$ cat config.mk
export PLATFORM = sky130hd
export DESIGN_NAME = dbs_status
export DESIGN_NICKNAME = d
export VERILOG_FILES = /design/src/hw/dbs_pkg.sv /design/src/hw/dbs_sync.sv /design/src/hw/dbs_spi.sv /design/src/hw/dbs_status.sv
export SDC_FILE = /design/constraint.sdc
export NUM_CORES = 1
export LEC_CHECK = 0
export ABC_AREA = 1
export BUFFER_PORTS_ARGS = -buffer_cell sky130_fd_sc_hd__buf_4
export CAP_MARGIN = 20
export CELL_PAD_IN_SITES_DETAIL_PLACEMENT = 0
export CELL_PAD_IN_SITES_GLOBAL_PLACEMENT = 1
export CORE_MARGIN = 10
export CORE_UTILIZATION = 40
export DETAILED_ROUTE_END_ITERATION = 10
export GPL_TIMING_DRIVEN = 0
export PLACE_DENSITY = 0.87
export SLEW_MARGIN = 20
export SYNTH_ARGS = -nofsm -noshare
export SYNTH_HDL_FRONTEND = slang
export SYNTH_SLANG_ARGS = --single-unit
$ cat constraint.sdc
create_clock -name clk -period 1.5 [get_ports clk]
set_input_delay 0.15 -clock clk [delete_from_list [all_inputs] [get_ports clk]]
set_output_delay 0.15 -clock clk [all_outputs]
set_load 0.03 [all_outputs]
$ cat src/hw/dbs_pkg.sv
// Purpose: shared constants and carriers for the device and bus status registers
// Assumes: 50 MHz system clock, 16-bit command frames sent lsb first
// Notes: transceiver channel 0 is can, channel 1 is lin
package dbs_pkg;
  localparam logic [6:0] ADDR_DEVICE_STATE_STATUS = 7'h43;
  localparam logic [6:0] ADDR_BUS_STAT = 7'h44;
  localparam logic [7:0] RST_DEVICE_STATE_STATUS = 8'h00;
  localparam logic [7:0] RST_BUS_STAT = 8'h00;
  localparam int FRAME_BITS = 16;
  localparam int MODE_BIT = 7;
  localparam logic [1:0] ST_CLEARED = 2'h0;
  localparam logic [1:0] ST_FAIL = 2'h1;
  localparam logic [1:0] ST_SLEEP = 2'h2;
  localparam logic [1:0] WD_MAX = 2'h2;
  localparam logic [1:0] CFG_1 = 2'h0;
  localparam logic [1:0] CFG_2 = 2'h1;
  localparam logic [1:0] CFG_4 = 2'h3;
  localparam logic [1:0] TRX_OFF = 2'h0;
  localparam logic [1:0] TRX_NORMAL = 2'h3;
  localparam logic [1:0] FC_NONE = 2'h0;
  localparam logic [1:0] FC_TSD = 2'h1;
  localparam logic [1:0] FC_TXD_DOM = 2'h2;
  localparam logic [1:0] FC_BUS_DOM = 2'h3;
  localparam int CLK_MHZ = 50;
  localparam int LIN_TO_MS = 20;
  localparam int CAN_TO_US = 2000;
  localparam int TXEN_NS = 10000;
  localparam int CNT_W = 21;
  localparam int LIN_TO_CYC = LIN_TO_MS * 1000 * CLK_MHZ;
  localparam int CAN_TO_CYC = CAN_TO_US * CLK_MHZ;
  localparam int TXEN_CYC = (TXEN_NS * CLK_MHZ + 999) / 1000;
  typedef struct packed {
    logic [1:0] state;
    logic [1:0] rsvd;
    logic [1:0] wd_miss;
    logic spi_fail;
    logic failure;
  } dbs_device_state_status_t;
  typedef struct packed {
    logic rsvd;
    logic [1:0] lin_code;
    logic can_to;
    logic swk_err;
    logic [1:0] can_code;
    logic can_low;
  } dbs_bus_stat_t;
  typedef struct packed {
    logic [7:0] data;
    logic clr;
    logic [6:0] addr;
  } dbs_frame_t;
endpackage

$ cat src/hw/dbs_sync.sv
// Purpose: two-flop synchroniser for pin inputs
// Assumes: inputs are slow against clk
// Notes: only the second stage is visible
`timescale 1ns/1ps
module dbs_sync #(
  parameter int W = 1
) (
  input wire logic clk,
  input wire logic sys_rst,
  input wire logic [W-1:0] din,
  output logic [W-1:0] dout
);
  logic [W-1:0] meta_r;
  always_ff @(posedge clk) begin
    if (sys_rst) begin
      meta_r <= '0;
      dout <= '0;
    end else begin
      meta_r <= din;
      dout <= meta_r;
    end
  end
endmodule

$ cat src/hw/dbs_spi.sv
// Purpose: 16-bit command frame receiver with read data return
// Assumes: synchronised pins, sclk well below clk/4, mode 0, lsb first
// Notes: read byte leaves during the second half of the frame
`timescale 1ns/1ps
module dbs_spi (
  input wire logic clk,
  input wire logic sys_rst,
  input wire logic sclk_s,
  input wire logic cs_n_s,
  input wire logic mosi_s,
  input wire logic [7:0] rd_data,
  output logic [6:0] rd_addr,
  output logic frame_ok,
  output logic frame_bad,
  output dbs_pkg::dbs_frame_t frame,
  output logic miso_o,
  output logic miso_oe
);
  logic sclk_d_r;
  logic cs_d_r;
  logic [4:0] bits_r;
  logic [15:0] sh_r;
  logic [7:0] tx_r;
  logic rise;
  logic fall;
  assign rise = sclk_s & ~sclk_d_r;
  assign fall = ~sclk_s & sclk_d_r;
  assign rd_addr = sh_r[6:0];
  assign miso_oe = ~cs_n_s;
  always_ff @(posedge clk) begin
    if (sys_rst) begin
      sclk_d_r <= 1'b0;
      cs_d_r <= 1'b1;
    end else begin
      sclk_d_r <= sclk_s;
      cs_d_r <= cs_n_s;
    end
  end
  always_ff @(posedge clk) begin
    if (sys_rst || cs_n_s) begin
      bits_r <= '0;
      sh_r <= '0;
    end else if (rise) begin
      sh_r[bits_r[3:0]] <= mosi_s;
      bits_r <= (bits_r == 5'h1f) ? bits_r : bits_r + 5'h01;
    end
  end
  // read data latched once the address byte is complete, so it is pre-clear
  always_ff @(posedge clk) begin
    if (sys_rst || cs_n_s) begin
      tx_r <= '0;
      miso_o <= 1'b0;
    end else if (fall && bits_r == 5'h08) begin
      miso_o <= rd_data[0];
      tx_r <= {1'b0, rd_data[7:1]};
    end else if (fall && bits_r > 5'h08) begin
      miso_o <= tx_r[0];
      tx_r <= {1'b0, tx_r[7:1]};
    end
  end
  always_ff @(posedge clk) begin
    if (sys_rst) begin
      frame_ok <= 1'b0;
      frame_bad <= 1'b0;
      frame <= '0;
    end else begin
      frame_ok <= cs_n_s & ~cs_d_r & (bits_r == 5'(dbs_pkg::FRAME_BITS));
      frame_bad <= cs_n_s & ~cs_d_r & (bits_r != 5'(dbs_pkg::FRAME_BITS));
      if (cs_n_s & ~cs_d_r) begin
        frame <= sh_r;
      end
    end
  end
endmodule

$ cat src/hw/dbs_status.sv
// Purpose: device state and bus communication status registers
// Assumes: event inputs are one-cycle pulses from logic on clk
// Notes: pins pass a two-flop synchroniser before use
`timescale 1ns/1ps
module dbs_status #(
  parameter int LIN_TO_CYC = dbs_pkg::LIN_TO_CYC,
  parameter int CAN_TO_CYC = dbs_pkg::CAN_TO_CYC,
  parameter int TXEN_CYC = dbs_pkg::TXEN_CYC
) (
  input wire logic clk,
  input wire logic sys_rst,
  input wire logic spi_sclk,
  input wire logic spi_cs_n,
  input wire logic spi_mosi,
  output logic spi_miso_o,
  output logic spi_miso_oe,
  input wire logic restart_fail_evt,
  input wire logic fs_wake_evt,
  input wire logic stop_to_sleep_evt,
  input wire logic sleep_no_wake_evt,
  input wire logic sleep_entry_evt,
  input wire logic sleep_flags_pending_evt,
  input wire logic wd_trig_ok,
  input wire logic wd_trig_fail,
  input wire logic wd_stopped,
  input wire logic wd_stop_by_fail,
  input wire logic [1:0] dev_config,
  input wire logic fail_cfg_bit,
  input wire logic fo_release,
  output logic restart_req,
  output logic fail_output_pin,
  input wire logic [1:0] can_mode,
  input wire logic [1:0] lin_mode,
  input wire logic can_txd,
  input wire logic lin_txd,
  input wire logic can_bus_dom,
  input wire logic lin_bus_dom,
  input wire logic can_tsd,
  input wire logic lin_tsd,
  input wire logic can_supply_low,
  input wire logic lin_supply_low,
  input wire logic can_timeout_evt,
  input wire logic swk_active,
  input wire logic swk_error_evt,
  input wire logic swk_enable_req,
  output logic swk_enable,
  output logic can_tx_en,
  output logic lin_tx_en,
  output dbs_pkg::dbs_device_state_status_t device_state_status,
  output dbs_pkg::dbs_bus_stat_t bus_stat
);
  if (LIN_TO_CYC < 1 || CAN_TO_CYC < 1 || TXEN_CYC < 1 ||
      LIN_TO_CYC >= (1 << dbs_pkg::CNT_W) || CAN_TO_CYC >= (1 << dbs_pkg::CNT_W) ||
      TXEN_CYC >= (1 << dbs_pkg::CNT_W)) begin : g_bad_counts
    $error("dbs_status: cycle counts out of counter range");
  end

  logic sclk_s;
  logic cs_s;
  logic mosi_s;
  logic [1:0] txd_s;
  logic [1:0] bus_s;
  logic [1:0] low_s;
  // select enters inverted so the synchroniser's reset zero reads as deselected,
  // otherwise release of reset looks like a frame end and flags a bad command
  dbs_sync #(
    .W(9)
  ) u_sync (
    .clk(clk),
    .sys_rst(sys_rst),
    .din({spi_sclk, ~spi_cs_n, spi_mosi, lin_txd, can_txd, lin_bus_dom, can_bus_dom,
          lin_supply_low, can_supply_low}),
    .dout({sclk_s, cs_s, mosi_s, txd_s, bus_s, low_s})
  );

  logic [6:0] rd_addr;
  logic [7:0] rd_data;
  logic frame_ok;
  logic frame_bad;
  dbs_pkg::dbs_frame_t frame;
  dbs_spi u_spi (
    .clk(clk),
    .sys_rst(sys_rst),
    .sclk_s(sclk_s),
    .cs_n_s(~cs_s),
    .mosi_s(mosi_s),
    .rd_data(rd_data),
    .rd_addr(rd_addr),
    .frame_ok(frame_ok),
    .frame_bad(frame_bad),
    .frame(frame),
    .miso_o(spi_miso_o),
    .miso_oe(spi_miso_oe)
  );

  // unmapped addresses belong to other status blocks, so they return zero here
  always_comb begin
    rd_data = 8'h00;
    if (rd_addr == dbs_pkg::ADDR_DEVICE_STATE_STATUS) begin
      rd_data = device_state_status;
    end else if (rd_addr == dbs_pkg::ADDR_BUS_STAT) begin
      rd_data = bus_stat;
    end
  end

  logic clr_dev;
  logic clr_bus;
  assign clr_dev = frame_ok & frame.clr & (frame.addr == dbs_pkg::ADDR_DEVICE_STATE_STATUS);
  assign clr_bus = frame_ok & frame.clr & (frame.addr == dbs_pkg::ADDR_BUS_STAT);

  // prior state: fail code outranks sleep code when both arrive together
  logic fail_code_evt;
  logic sleep_code_evt;
  assign fail_code_evt = restart_fail_evt | fs_wake_evt | stop_to_sleep_evt |
                         sleep_no_wake_evt;
  assign sleep_code_evt = sleep_entry_evt | sleep_flags_pending_evt;
  always_ff @(posedge clk) begin
    if (sys_rst) begin
      device_state_status.state <= dbs_pkg::RST_DEVICE_STATE_STATUS[7:6];
    end else if (fail_code_evt) begin
      device_state_status.state <= dbs_pkg::ST_FAIL;
    end else if (sleep_code_evt) begin
      device_state_status.state <= dbs_pkg::ST_SLEEP;
    end else if (clr_dev) begin
      device_state_status.state <= dbs_pkg::ST_CLEARED;
    end
  end

  assign device_state_status.rsvd = 2'h0;
  assign bus_stat.rsvd = 1'b0;

  // watchdog miss counter, cleared only by the hardware
  logic frozen_r;
  logic fail_one;
  logic freeze_cfg;
  logic [1:0] wd_inc;
  logic fo_act;
  assign fail_one = (dev_config == dbs_pkg::CFG_2) & fail_cfg_bit;
  assign freeze_cfg = (dev_config == dbs_pkg::CFG_2) | (dev_config == dbs_pkg::CFG_4);
  assign wd_inc = (device_state_status.wd_miss == dbs_pkg::WD_MAX) ? dbs_pkg::WD_MAX :
                  device_state_status.wd_miss + 2'h1;
  assign fo_act = wd_trig_fail & ~frozen_r & ~wd_trig_ok &
                  (fail_one ? (wd_inc == 2'h1) : (wd_inc == dbs_pkg::WD_MAX));
  always_ff @(posedge clk) begin
    if (sys_rst) begin
      device_state_status.wd_miss <= dbs_pkg::RST_DEVICE_STATE_STATUS[3:2];
      frozen_r <= 1'b0;
    end else if (wd_trig_ok) begin
      device_state_status.wd_miss <= 2'h0;
      frozen_r <= 1'b0;
    end else if (wd_trig_fail && !frozen_r) begin
      device_state_status.wd_miss <= wd_inc;
      frozen_r <= freeze_cfg;
    end else if (wd_stopped && !wd_stop_by_fail && !frozen_r) begin
      device_state_status.wd_miss <= 2'h0;
    end
  end

  // a miss restarts the device unless frozen (CFG_2, CFG_4) or paired with a good trigger; only misses reaching the threshold drive the fail output
  always_ff @(posedge clk) begin
    if (sys_rst) begin
      restart_req <= 1'b0;
    end else begin
      restart_req <= wd_trig_fail & ~frozen_r & ~wd_trig_ok;
    end
  end

  always_ff @(posedge clk) begin
    if (sys_rst) begin
      fail_output_pin <= 1'b0;
    end else if (fo_act) begin
      fail_output_pin <= 1'b1;
    end else if (fo_release) begin
      fail_output_pin <= 1'b0;
    end
  end

  always_ff @(posedge clk) begin
    if (sys_rst) begin
      device_state_status.failure <= dbs_pkg::RST_DEVICE_STATE_STATUS[0];
    end else if (fo_act) begin
      device_state_status.failure <= 1'b1;
    end else if (clr_dev) begin
      device_state_status.failure <= 1'b0;
    end
  end

  always_ff @(posedge clk) begin
    if (sys_rst) begin
      device_state_status.spi_fail <= dbs_pkg::RST_DEVICE_STATE_STATUS[1];
    end else if (frame_bad) begin
      device_state_status.spi_fail <= 1'b1;
    end else if (clr_dev) begin
      device_state_status.spi_fail <= 1'b0;
    end
  end

  // transceiver fault supervision, channel 0 can, channel 1 lin
  logic [1:0] mode [2];
  logic [1:0] tsd;
  logic [1:0] low_live;
  logic [1:0] tx_en;
  logic [1:0] code_evt;
  logic [1:0] code_val [2];
  assign mode[0] = can_mode;
  assign mode[1] = lin_mode;
  assign tsd = {lin_tsd, can_tsd};

  for (genvar i = 0; i < 2; i++) begin : g_trx
    localparam logic [dbs_pkg::CNT_W-1:0] TO_LIM = dbs_pkg::CNT_W'(i == 0 ? CAN_TO_CYC :
                                                                  LIN_TO_CYC);
    localparam logic [dbs_pkg::CNT_W-1:0] EN_LIM = dbs_pkg::CNT_W'(TXEN_CYC);
    logic [dbs_pkg::CNT_W-1:0] txd_cnt_r;
    logic [dbs_pkg::CNT_W-1:0] bus_cnt_r;
    logic [dbs_pkg::CNT_W-1:0] en_cnt_r;
    logic txd_to_r;
    logic bus_to_r;
    logic blocked_r;
    logic tsd_d_r;
    logic active;
    logic idle;
    logic fault;
    logic txd_hit;
    logic bus_hit;
    logic tsd_rise;
    assign active = mode[i] == dbs_pkg::TRX_NORMAL;
    assign idle = ~mode[i][1];
    assign low_live[i] = low_s[i] & mode[i][1];
    assign fault = txd_to_r | bus_to_r | tsd[i] | low_live[i];
    assign txd_hit = active & ~txd_s[i] & ~txd_to_r & (txd_cnt_r == TO_LIM - 1'b1);
    assign bus_hit = active & bus_s[i] & ~bus_to_r & (bus_cnt_r == TO_LIM - 1'b1);
    assign tsd_rise = tsd[i] & ~tsd_d_r;
    assign tx_en[i] = active & ~blocked_r & ~fault;
    assign code_evt[i] = bus_hit | txd_hit | tsd_rise;
    assign code_val[i] = bus_hit ? dbs_pkg::FC_BUS_DOM :
                         txd_hit ? dbs_pkg::FC_TXD_DOM : dbs_pkg::FC_TSD;

    always_ff @(posedge clk) begin
      if (sys_rst || !active || txd_s[i] || txd_to_r) begin
        txd_cnt_r <= '0;
      end else begin
        txd_cnt_r <= txd_cnt_r + 1'b1;
      end
    end

    always_ff @(posedge clk) begin
      if (sys_rst || txd_s[i] || idle) begin
        txd_to_r <= 1'b0;
      end else if (txd_hit) begin
        txd_to_r <= 1'b1;
      end
    end

    always_ff @(posedge clk) begin
      if (sys_rst || !active || !bus_s[i] || bus_to_r) begin
        bus_cnt_r <= '0;
      end else begin
        bus_cnt_r <= bus_cnt_r + 1'b1;
      end
    end

    always_ff @(posedge clk) begin
      if (sys_rst || !bus_s[i] || idle) begin
        bus_to_r <= 1'b0;
      end else if (bus_hit) begin
        bus_to_r <= 1'b1;
      end
    end

    always_ff @(posedge clk) begin
      if (sys_rst) begin
        tsd_d_r <= 1'b0;
      end else begin
        tsd_d_r <= tsd[i];
      end
    end

    // a fault holds the driver off until txd has been high for the enable time
    always_ff @(posedge clk) begin
      if (sys_rst || fault || !txd_s[i]) begin
        en_cnt_r <= '0;
      end else if (en_cnt_r != EN_LIM) begin
        en_cnt_r <= en_cnt_r + 1'b1;
      end
    end

    always_ff @(posedge clk) begin
      if (sys_rst) begin
        blocked_r <= 1'b0;
      end else if (fault) begin
        blocked_r <= 1'b1;
      end else if (en_cnt_r == EN_LIM) begin
        blocked_r <= 1'b0;
      end
    end
  end

  assign can_tx_en = tx_en[0];
  assign lin_tx_en = tx_en[1];

  always_ff @(posedge clk) begin
    if (sys_rst) begin
      bus_stat.can_code <= dbs_pkg::RST_BUS_STAT[2:1];
      bus_stat.lin_code <= dbs_pkg::RST_BUS_STAT[6:5];
    end else begin
      if (code_evt[0]) begin
        bus_stat.can_code <= code_val[0];
      end else if (clr_bus) begin
        bus_stat.can_code <= dbs_pkg::FC_NONE;
      end
      if (code_evt[1]) begin
        bus_stat.lin_code <= code_val[1];
      end else if (clr_bus) begin
        bus_stat.lin_code <= dbs_pkg::FC_NONE;
      end
    end
  end

  // level-set: the flag cannot be cleared while the supply stays low with can_mode bit 1 set
  always_ff @(posedge clk) begin
    if (sys_rst) begin
      bus_stat.can_low <= dbs_pkg::RST_BUS_STAT[0];
    end else if (low_live[0]) begin
      bus_stat.can_low <= 1'b1;
    end else if (clr_bus) begin
      bus_stat.can_low <= 1'b0;
    end
  end

  always_ff @(posedge clk) begin
    if (sys_rst) begin
      bus_stat.can_to <= dbs_pkg::RST_BUS_STAT[4];
    end else if (can_timeout_evt) begin
      bus_stat.can_to <= 1'b1;
    end else if (clr_bus) begin
      bus_stat.can_to <= 1'b0;
    end
  end

  always_ff @(posedge clk) begin
    if (sys_rst) begin
      bus_stat.swk_err <= dbs_pkg::RST_BUS_STAT[3];
    end else if (swk_error_evt && swk_active) begin
      bus_stat.swk_err <= 1'b1;
    end else if (clr_bus) begin
      bus_stat.swk_err <= 1'b0;
    end
  end

  assign swk_enable = swk_enable_req & ~bus_stat.swk_err;
endmodule

==> results.ini, run 1 <==
[critical_path]
rr_worst_depth = 7
reg2reg_to = g_trx[0].bus_cnt_r[17]$_SDFF_PP0_
worstPathMaxFanout = 3
cp-end-kind = output port
crit_type = flop to output port
worst_r2r_startpoint = g_trx[0].bus_cnt_r[3]$_SDFF_PP0_
cp_data_arrival_time_ns = 1.55
r2r_setup_slack_ns = 0.05
start_kind = flop
cp.required_ns = 1.35

[run_status]
failed_checks = negative hold slack, negative setup slack
outcome = finished with violations

[timing]
fmax_mhz = 589
setup_violations = 2
period_minus_slack_ns = 1.70
max-slew-margin-rel = 0.618
finClkSkew_ns = 0.0130
hold_viol = 1
setup_slack_ns = -0.199
timing.hold.ws_ns = -0.000682
grt_setup_unrepaired = true
tightest_slew_ns = 0.573
fin_crit_sh = 1.13
maxSlewViolCount = 0

[synth]
netlist_area_sq_um = 9520
syn_inst = 1364
ys_seq_area_frac = 0.423
synth_edf_count = 0
async_flop_share = 0
yosysUniqueCellTypes = 44
synth_seq_cells = 201
synth_area_per_cell_sq_um = 6.98
yosysWarnings = 0
dominantRegCellSynth = dfxtp_1

[routing]
wl_um = 24100
detail_route.wl_per_cell_um = 13.2
routed-via-count = 8994
drt-pass1-iter-count = 5
via_per_inst = 4.90
ant_nets = 0
first_iter_violations = 478
drc = 0

[floorplanning]
coreArea_sq_um = 23500
io_pins = 58
die_w_um = 174
die_y_um = 174
die-area_sq_um = 30400
start_util = 0.406
rows = 56

[global_route]
overflow = 0
grt_pass1_wl_um = 40200
grt_pass1_vias = 8361
track_usage = 0.153
grt_max_degree = 14
grt_antenna_before_repair = 0

[final_layout]
drive_gt1_frac = 0.197
nFillCells = 2257
syn2layout_area_growth_pct = 29.1
stdcell_area_sq_um = 12300
fin_nets = 1547
final_cell_mix = nand2_1 (237), nor2_1 (192), inv_1 (188), dfxtp_1 (166), a21oi_1 (119)
diodes = 0
final_common_cell = nand2_1

[power_and_ir_drop]
powerDensity_nw_per_um2 = 1050
p_leak_nw = 4.57
irDropWorstVdd_uv = 822

[job]
maxCapViolations = 0

[placed_design]
place_area_sq_um = 10300
post-dp-hpwl_um = 17300
io_buffers = 54
gp_congestion = 0.844

[clock_tree]
clk_pin_slew_worst_paths_ns = 0.05
cts_made_buffers = 24
cts_max_level = 1
cts_buffer_depth = 3
tritoncts = yes
clock_latency_ns = 0.51
root_buffer = clkbuf_16
cts.sinks = 201

[hold_path]
hold_path_depth = 3
hold_path.class = primary input to flop
hold_path_startpoint = dev_config[1]
hold_end = device_state_status[0]$_SDFFE_PP0P_

[registers in the layout (all words and copies together) (netlist names)]
| name | cells |
|---|---|
| g_trx.bus_to_r | 2 |
| bus_stat | 7 |
| frozen_r | 1 |
| u_spi.cs_d_r | 1 |
| g_trx.bus_cnt_r | 42 |
| g_trx.blocked_r | 2 |
| g_trx.txd_to_r | 2 |
| u_spi.miso_o | 1 |
| u_spi.frame | 8 |
| u_spi.frame_bad | 1 |
| device_state_status | 6 |
| u_spi.sh_r | 8 |
| fail_output_pin | 1 |
| u_sync.meta_r | 9 |
| g_trx.txd_cnt_r | 42 |
| g_trx.tsd_d_r | 2 |
| u_spi.frame_ok | 1 |
| u_spi.sclk_d_r | 1 |
| u_sync.dout | 9 |
| u_spi.tx_r | 7 |
| restart_req | 1 |
| u_spi.bits_r | 5 |
| g_trx.en_cnt_r | 42 |
[synth_stat cells, types with 6 or more instances]
master / count / area, sq um
xor2_1: 9 / 78.8
nor2_4: 10 / 113
buf_2: 7 / 35.0
nor3_2: 8 / 80.1
a21oi_1: 120 / 601
nand2_1: 246 / 923
clkbuf_1: 6 / 22.5
nor4_1: 10 / 62.6
xnor2_1: 6 / 52.6
nand3_2: 6 / 60.1
ha_1: 14 / 175
dfxtp_1: 201 / 4020
nor2_1: 211 / 792
nand4_1: 30 / 188
inv_2: 7 / 26.3
nand3_1: 90 / 450
inv_1: 199 / 747
o21ai_0: 75 / 375
nor2_2: 8 / 50.1
nor3_1: 43 / 215
[metal layers]
layer  wire [um]  track usage  part of all wire  vias to the layer above
met2       11000        0.246              0.45                      179
met3        1210       0.0280             0.050                       36
met5           0            0                 0                        -
met1       11400        0.207              0.47                     4085
met4         529       0.0381             0.022                        0
li1            -            -                 -                     4694
[stage by stage]
stage               total power [mW]  setup WS [ns]  setup TNS [ns]  utilization  std cells
floorplan                       5.77        0.00401               0            -       1366
global placement                5.96         -0.282           -6.62        0.441       1739
detailed placement              5.96         -0.232           -7.32        0.441       1739
CTS                             13.0         -0.218           -1.77        0.504       1819
global route                    13.3         -0.266          -0.956        0.524       1834
finish                          12.9         -0.199          -0.391        0.524       1834
[what timing repair did]
item,in CTS,in global routing
hold buffers,25,1
setup buffers,12,14
endpoints found under the setup margin,73,108
cloned,0,0
endpoints found under the hold margin,28,1
resized for setup,57,110
pin swaps,14,28
[worst max-delay path by stage]
stage                                         from  slack, ns                             endpoint  depth (start not counted)
6_report            g_trx[1].txd_to_r$_SDFFE_PP0P_      -0.20                            lin_tx_en                          4
5_1_grt             g_trx[0].txd_to_r$_SDFFE_PP0P_      -0.27                            can_tx_en                          5
4_1_cts             g_trx[1].txd_to_r$_SDFFE_PP0P_      -0.22                            lin_tx_en                          4
3_5_place_dp             u_sync.dout[7]$_SDFF_PP0_      -0.23           u_spi.tx_r[3]$_SDFFE_PP0P_                          5
3_3_place_gp             u_sync.dout[7]$_SDFF_PP0_      -0.28           u_spi.tx_r[3]$_SDFFE_PP0P_                          5
2_1_floorplan  device_state_status[2]$_SDFFE_PP0P_      0.004  device_state_status[0]$_SDFFE_PP0P_                          5
[worst max-delay path, stage by stage (launching register included)]
cell     delay, ns
dfxtp_4       0.34
inv_2         0.05
nand4_1       0.15
nor4_2        0.26
buf_4         0.23
[layout make-up]
type	instances	area (sq um)	area share
Timing Repair Buffer	106	876	0.0713
Sequential cell	201	4090	0.333
Clock buffer	30	694	0.0565
Clock inverter	13	270	0.0220
Multi-Input combinational cell	939	5070	0.412
Inverter	208	785	0.0638
Buffer	18	113	0.00916
Tap cell	319	399	0.0325
[logic make-up after synthesis]
kind of cell               share of synthesized area
buffers and inverters                         0.0917
adders and majority gates                     0.0184
AOI/OAI and AO/OA                              0.119
DFF                                            0.423
xor gates and xnor gates                      0.0138
other                                       0.000394
and+or+nand+nor                                0.334
[where the power goes]
| part | leakage [nW] | total [mW] | internal, mW | switching [mW] |
|---|---|---|---|---|
| sequential | 1.65 | 5.43 | 5.39 | 0.0471 |
| clock | 0.469 | 6.95 | 4.64 | 2.31 |
| combinational | 2.46 | 0.487 | 0.214 | 0.273 |
| total | 4.57 | 12.9 | 10.2 | 2.63 |
Power figures use the tool's default switching activity.
==> inputs of run 2 (changes only) <==
--- a/config.mk
+++ b/config.mk
@@ -14,7 +14,7 @@
 export CORE_UTILIZATION = 40
 export DETAILED_ROUTE_END_ITERATION = 10
 export GPL_TIMING_DRIVEN = 0
-export PLACE_DENSITY = 0.87
+export PLACE_DENSITY = 0.84
 export SLEW_MARGIN = 20
 export SYNTH_ARGS = -nofsm -noshare
 export SYNTH_HDL_FRONTEND = slang
==> constraint.sdc (replaced) <==
create_clock -name clk -period 2 [get_ports clk]
set_input_delay 0.2 -clock clk [delete_from_list [all_inputs] [get_ports clk]]
set_output_delay 0.2 -clock clk [all_outputs]
set_load 0.03 [all_outputs]
==> run 2 against run 1 <==
  * The flow now finishes without violations
  * Cell area down 6.6%
  * First-iteration DRC count decreased by 4.6%
  * Power fell by 28%
  * Count of clock-buffer cells in the layout decreased by 1
  * Combinational power decreased by 31%
  * Final cell count fell by 1.4%
  * Clock power fell by 31%
  * Critical path depth up 2
  * Critical endpoint is now can_tx_en
==> results.ini, run 2 (synthesis gave the netlist of run 1 again) <==
[final_layout]
final_common_cell = nand2_1
multiInputGateArea_sq_um = 4660  ; -8.1%
final_cell_mix = nand2_1 (246), nor2_1 (211), dfxtp_1 (200), inv_1 (199), a21oi_1 (120)
nFillCells = 2374  ; +5.2%
syn2layout_area_growth_pct = 20.6
reg.largest.list = g_trx.bus_cnt_r (42), g_trx.en_cnt_r (42), g_trx.txd_cnt_r (42)
finalCoreUtilization = 0.489  ; -0.0344
seq_area_sq_um = 4030  ; -1.5%
drive_gt1_frac = 0.110  ; -0.0866
fin_nets = 1520  ; -1.7%
diodes = 0  ; unchanged

[run_status]
outcome = finished clean

[timing]
grt_setup_unrepaired = false
hold_viol = 0  ; -1
maxSlewViolCount = 0  ; unchanged
setup_violations = 0  ; -2
finClkSkew_ns = 0.0191  ; +0.00605 ns
max-slew-margin-rel = 0.561  ; -0.0568
fin_crit_sh = 0.951
tightest_slew_ns = 0.650  ; +0.0769 ns
period_minus_slack_ns = 1.90
fmax_mhz = 526
fin_tns_setup_ns = 0  ; +0.391 ns

[clock_tree]
tritoncts = yes
cts.sinks = 201  ; unchanged
cts_max_level = 1  ; unchanged
clock_latency_ns = 0.52  ; about the same
cts_made_buffers = 24  ; unchanged
root_buffer = clkbuf_16
clk_pin_slew_worst_paths_ns = 0.06  ; about the same
cts_buffer_depth = 3  ; unchanged

[routing]
detail_route.wl_per_cell_um = 12.5  ; -5.0%
via_per_inst = 4.80  ; -2.1%
drt-pass1-iter-count = 5  ; unchanged
drc = 0  ; unchanged
wl_um = 22600  ; -6.4%
routed-via-count = 8676  ; -3.5%
ant_nets = 0  ; unchanged
first_iter_violations = 456  ; -4.6%

[critical_path]
cp_data_arrival_time_ns = 1.70  ; +0.15 ns
worstPathMaxFanout = 3  ; unchanged
cp-end-kind = output port
start_kind = primary input
crit_type = primary input to output port
cp.required_ns = 1.80  ; +0.45 ns

[floorplanning]
die-area_sq_um = 30400  ; unchanged
start_util = 0.406  ; unchanged
rows = 56  ; unchanged
coreArea_sq_um = 23500  ; unchanged
die_y_um = 174  ; unchanged
die_w_um = 174  ; unchanged
io_pins = 58  ; unchanged

[global_route]
grt_max_degree = 15  ; +1
overflow = 0  ; unchanged
grt_pass1_wl_um = 38900  ; -3.0%
track_usage = 0.147  ; -0.00597
grt_pass1_vias = 8179  ; -2.2%
grt_antenna_before_repair = 0  ; unchanged

[job]
maxCapViolations = 0  ; unchanged

[power_and_ir_drop]
p_leak_nw = 4.22  ; -7.6%
irDropWorstVdd_uv = 662  ; -19%
powerDensity_nw_per_um2 = 803  ; -23%

[placed_design]
post-dp-hpwl_um = 17000  ; -1.6%
io_buffers = 54  ; unchanged
gp_congestion = 0.824  ; -2.3%

[hold_path]
hold_path.class = primary input to flop

-- run 2: cell type report --
cell class              count  share of cell area
flip-flops and latches    201               0.350
clock inverters            15              0.0217
repair buffers             79              0.0569
well taps                 319              0.0348
inverters                 208              0.0680
plain buffers              18             0.00806
multi-input cells         939               0.405
clock buffers              29              0.0548
-- run 2: critical path, stage by stage --
cell and delay (ns):
dlygate4sd3_1 0.53, buf_4 0.13, inv_1 0.14, nand4_1 0.24, nor4_4 0.24, buf_4 0.22
-- run 2: path summary, 6_finish.rpt --
| check | end | cells after the start | slack (ns) | start |
|---|---|---|---|---|
| setup reg to reg | g_trx[0].txd_cnt_r[20]$_SDFF_PP0_ | 10 | 0.27 | g_trx[0].txd_cnt_r[0]$_SDFF_PP0_ |
| hold / removal | bus_stat[0]$_SDFFE_PP0P_ | 3 | 0.04 | can_mode[1] |
| hold reg to reg | u_sync.dout[7]$_SDFF_PP0_ | 2 | 0.40 | u_sync.meta_r[7]$_SDFF_PP0_ |
| setup / recovery | can_tx_en | 6 | 0.1 | can_tsd |
-- run 2: timing repair --
action / in CTS / in global routing
buffers inserted: 0 / 1
hold buffers: 24 / 0
pin swaps: 0 / 1
resized for setup: 1 / 4
setup endpoints to repair: 1 / 5
hold endpoints to repair: 19 / 0
-- run 2: metal layers --
layer	global-route usage	up-vias	wire, um
li1	-	4628	-
met1	0.191	3886	10800
met2	0.249	123	10500
met3	0.0219	39	738
met4	0.0381	0	519
met5	0	-	0
-- run 2: where the power goes --
| part | switching [mW] | internal, mW | leakage, nW | total [mW] |
|---|---|---|---|---|
| Combinational | 0.188 | 0.147 | 2.17 | 0.335 |
| Clock | 1.77 | 3.03 | 0.424 | 4.81 |
| Sequential | 0.0319 | 4.05 | 1.63 | 4.08 |
-- run 2: metrics by stage --
step	hold slack (ns)	instances	setup WS [ns]	power, mW	cell area [sq um]
after floorplan	0.267	1366	0.367	4.33	9530
after global placement	0.391	1739	0.163	4.46	10300
after detailed placement	0.391	1739	0.141	4.47	10300
after CTS	0.0378	1807	0.0381	9.33	11500
after global routing	0.0672	1808	0.00472	9.53	11500
final	0.0437	1808	0.0972	9.22	11500
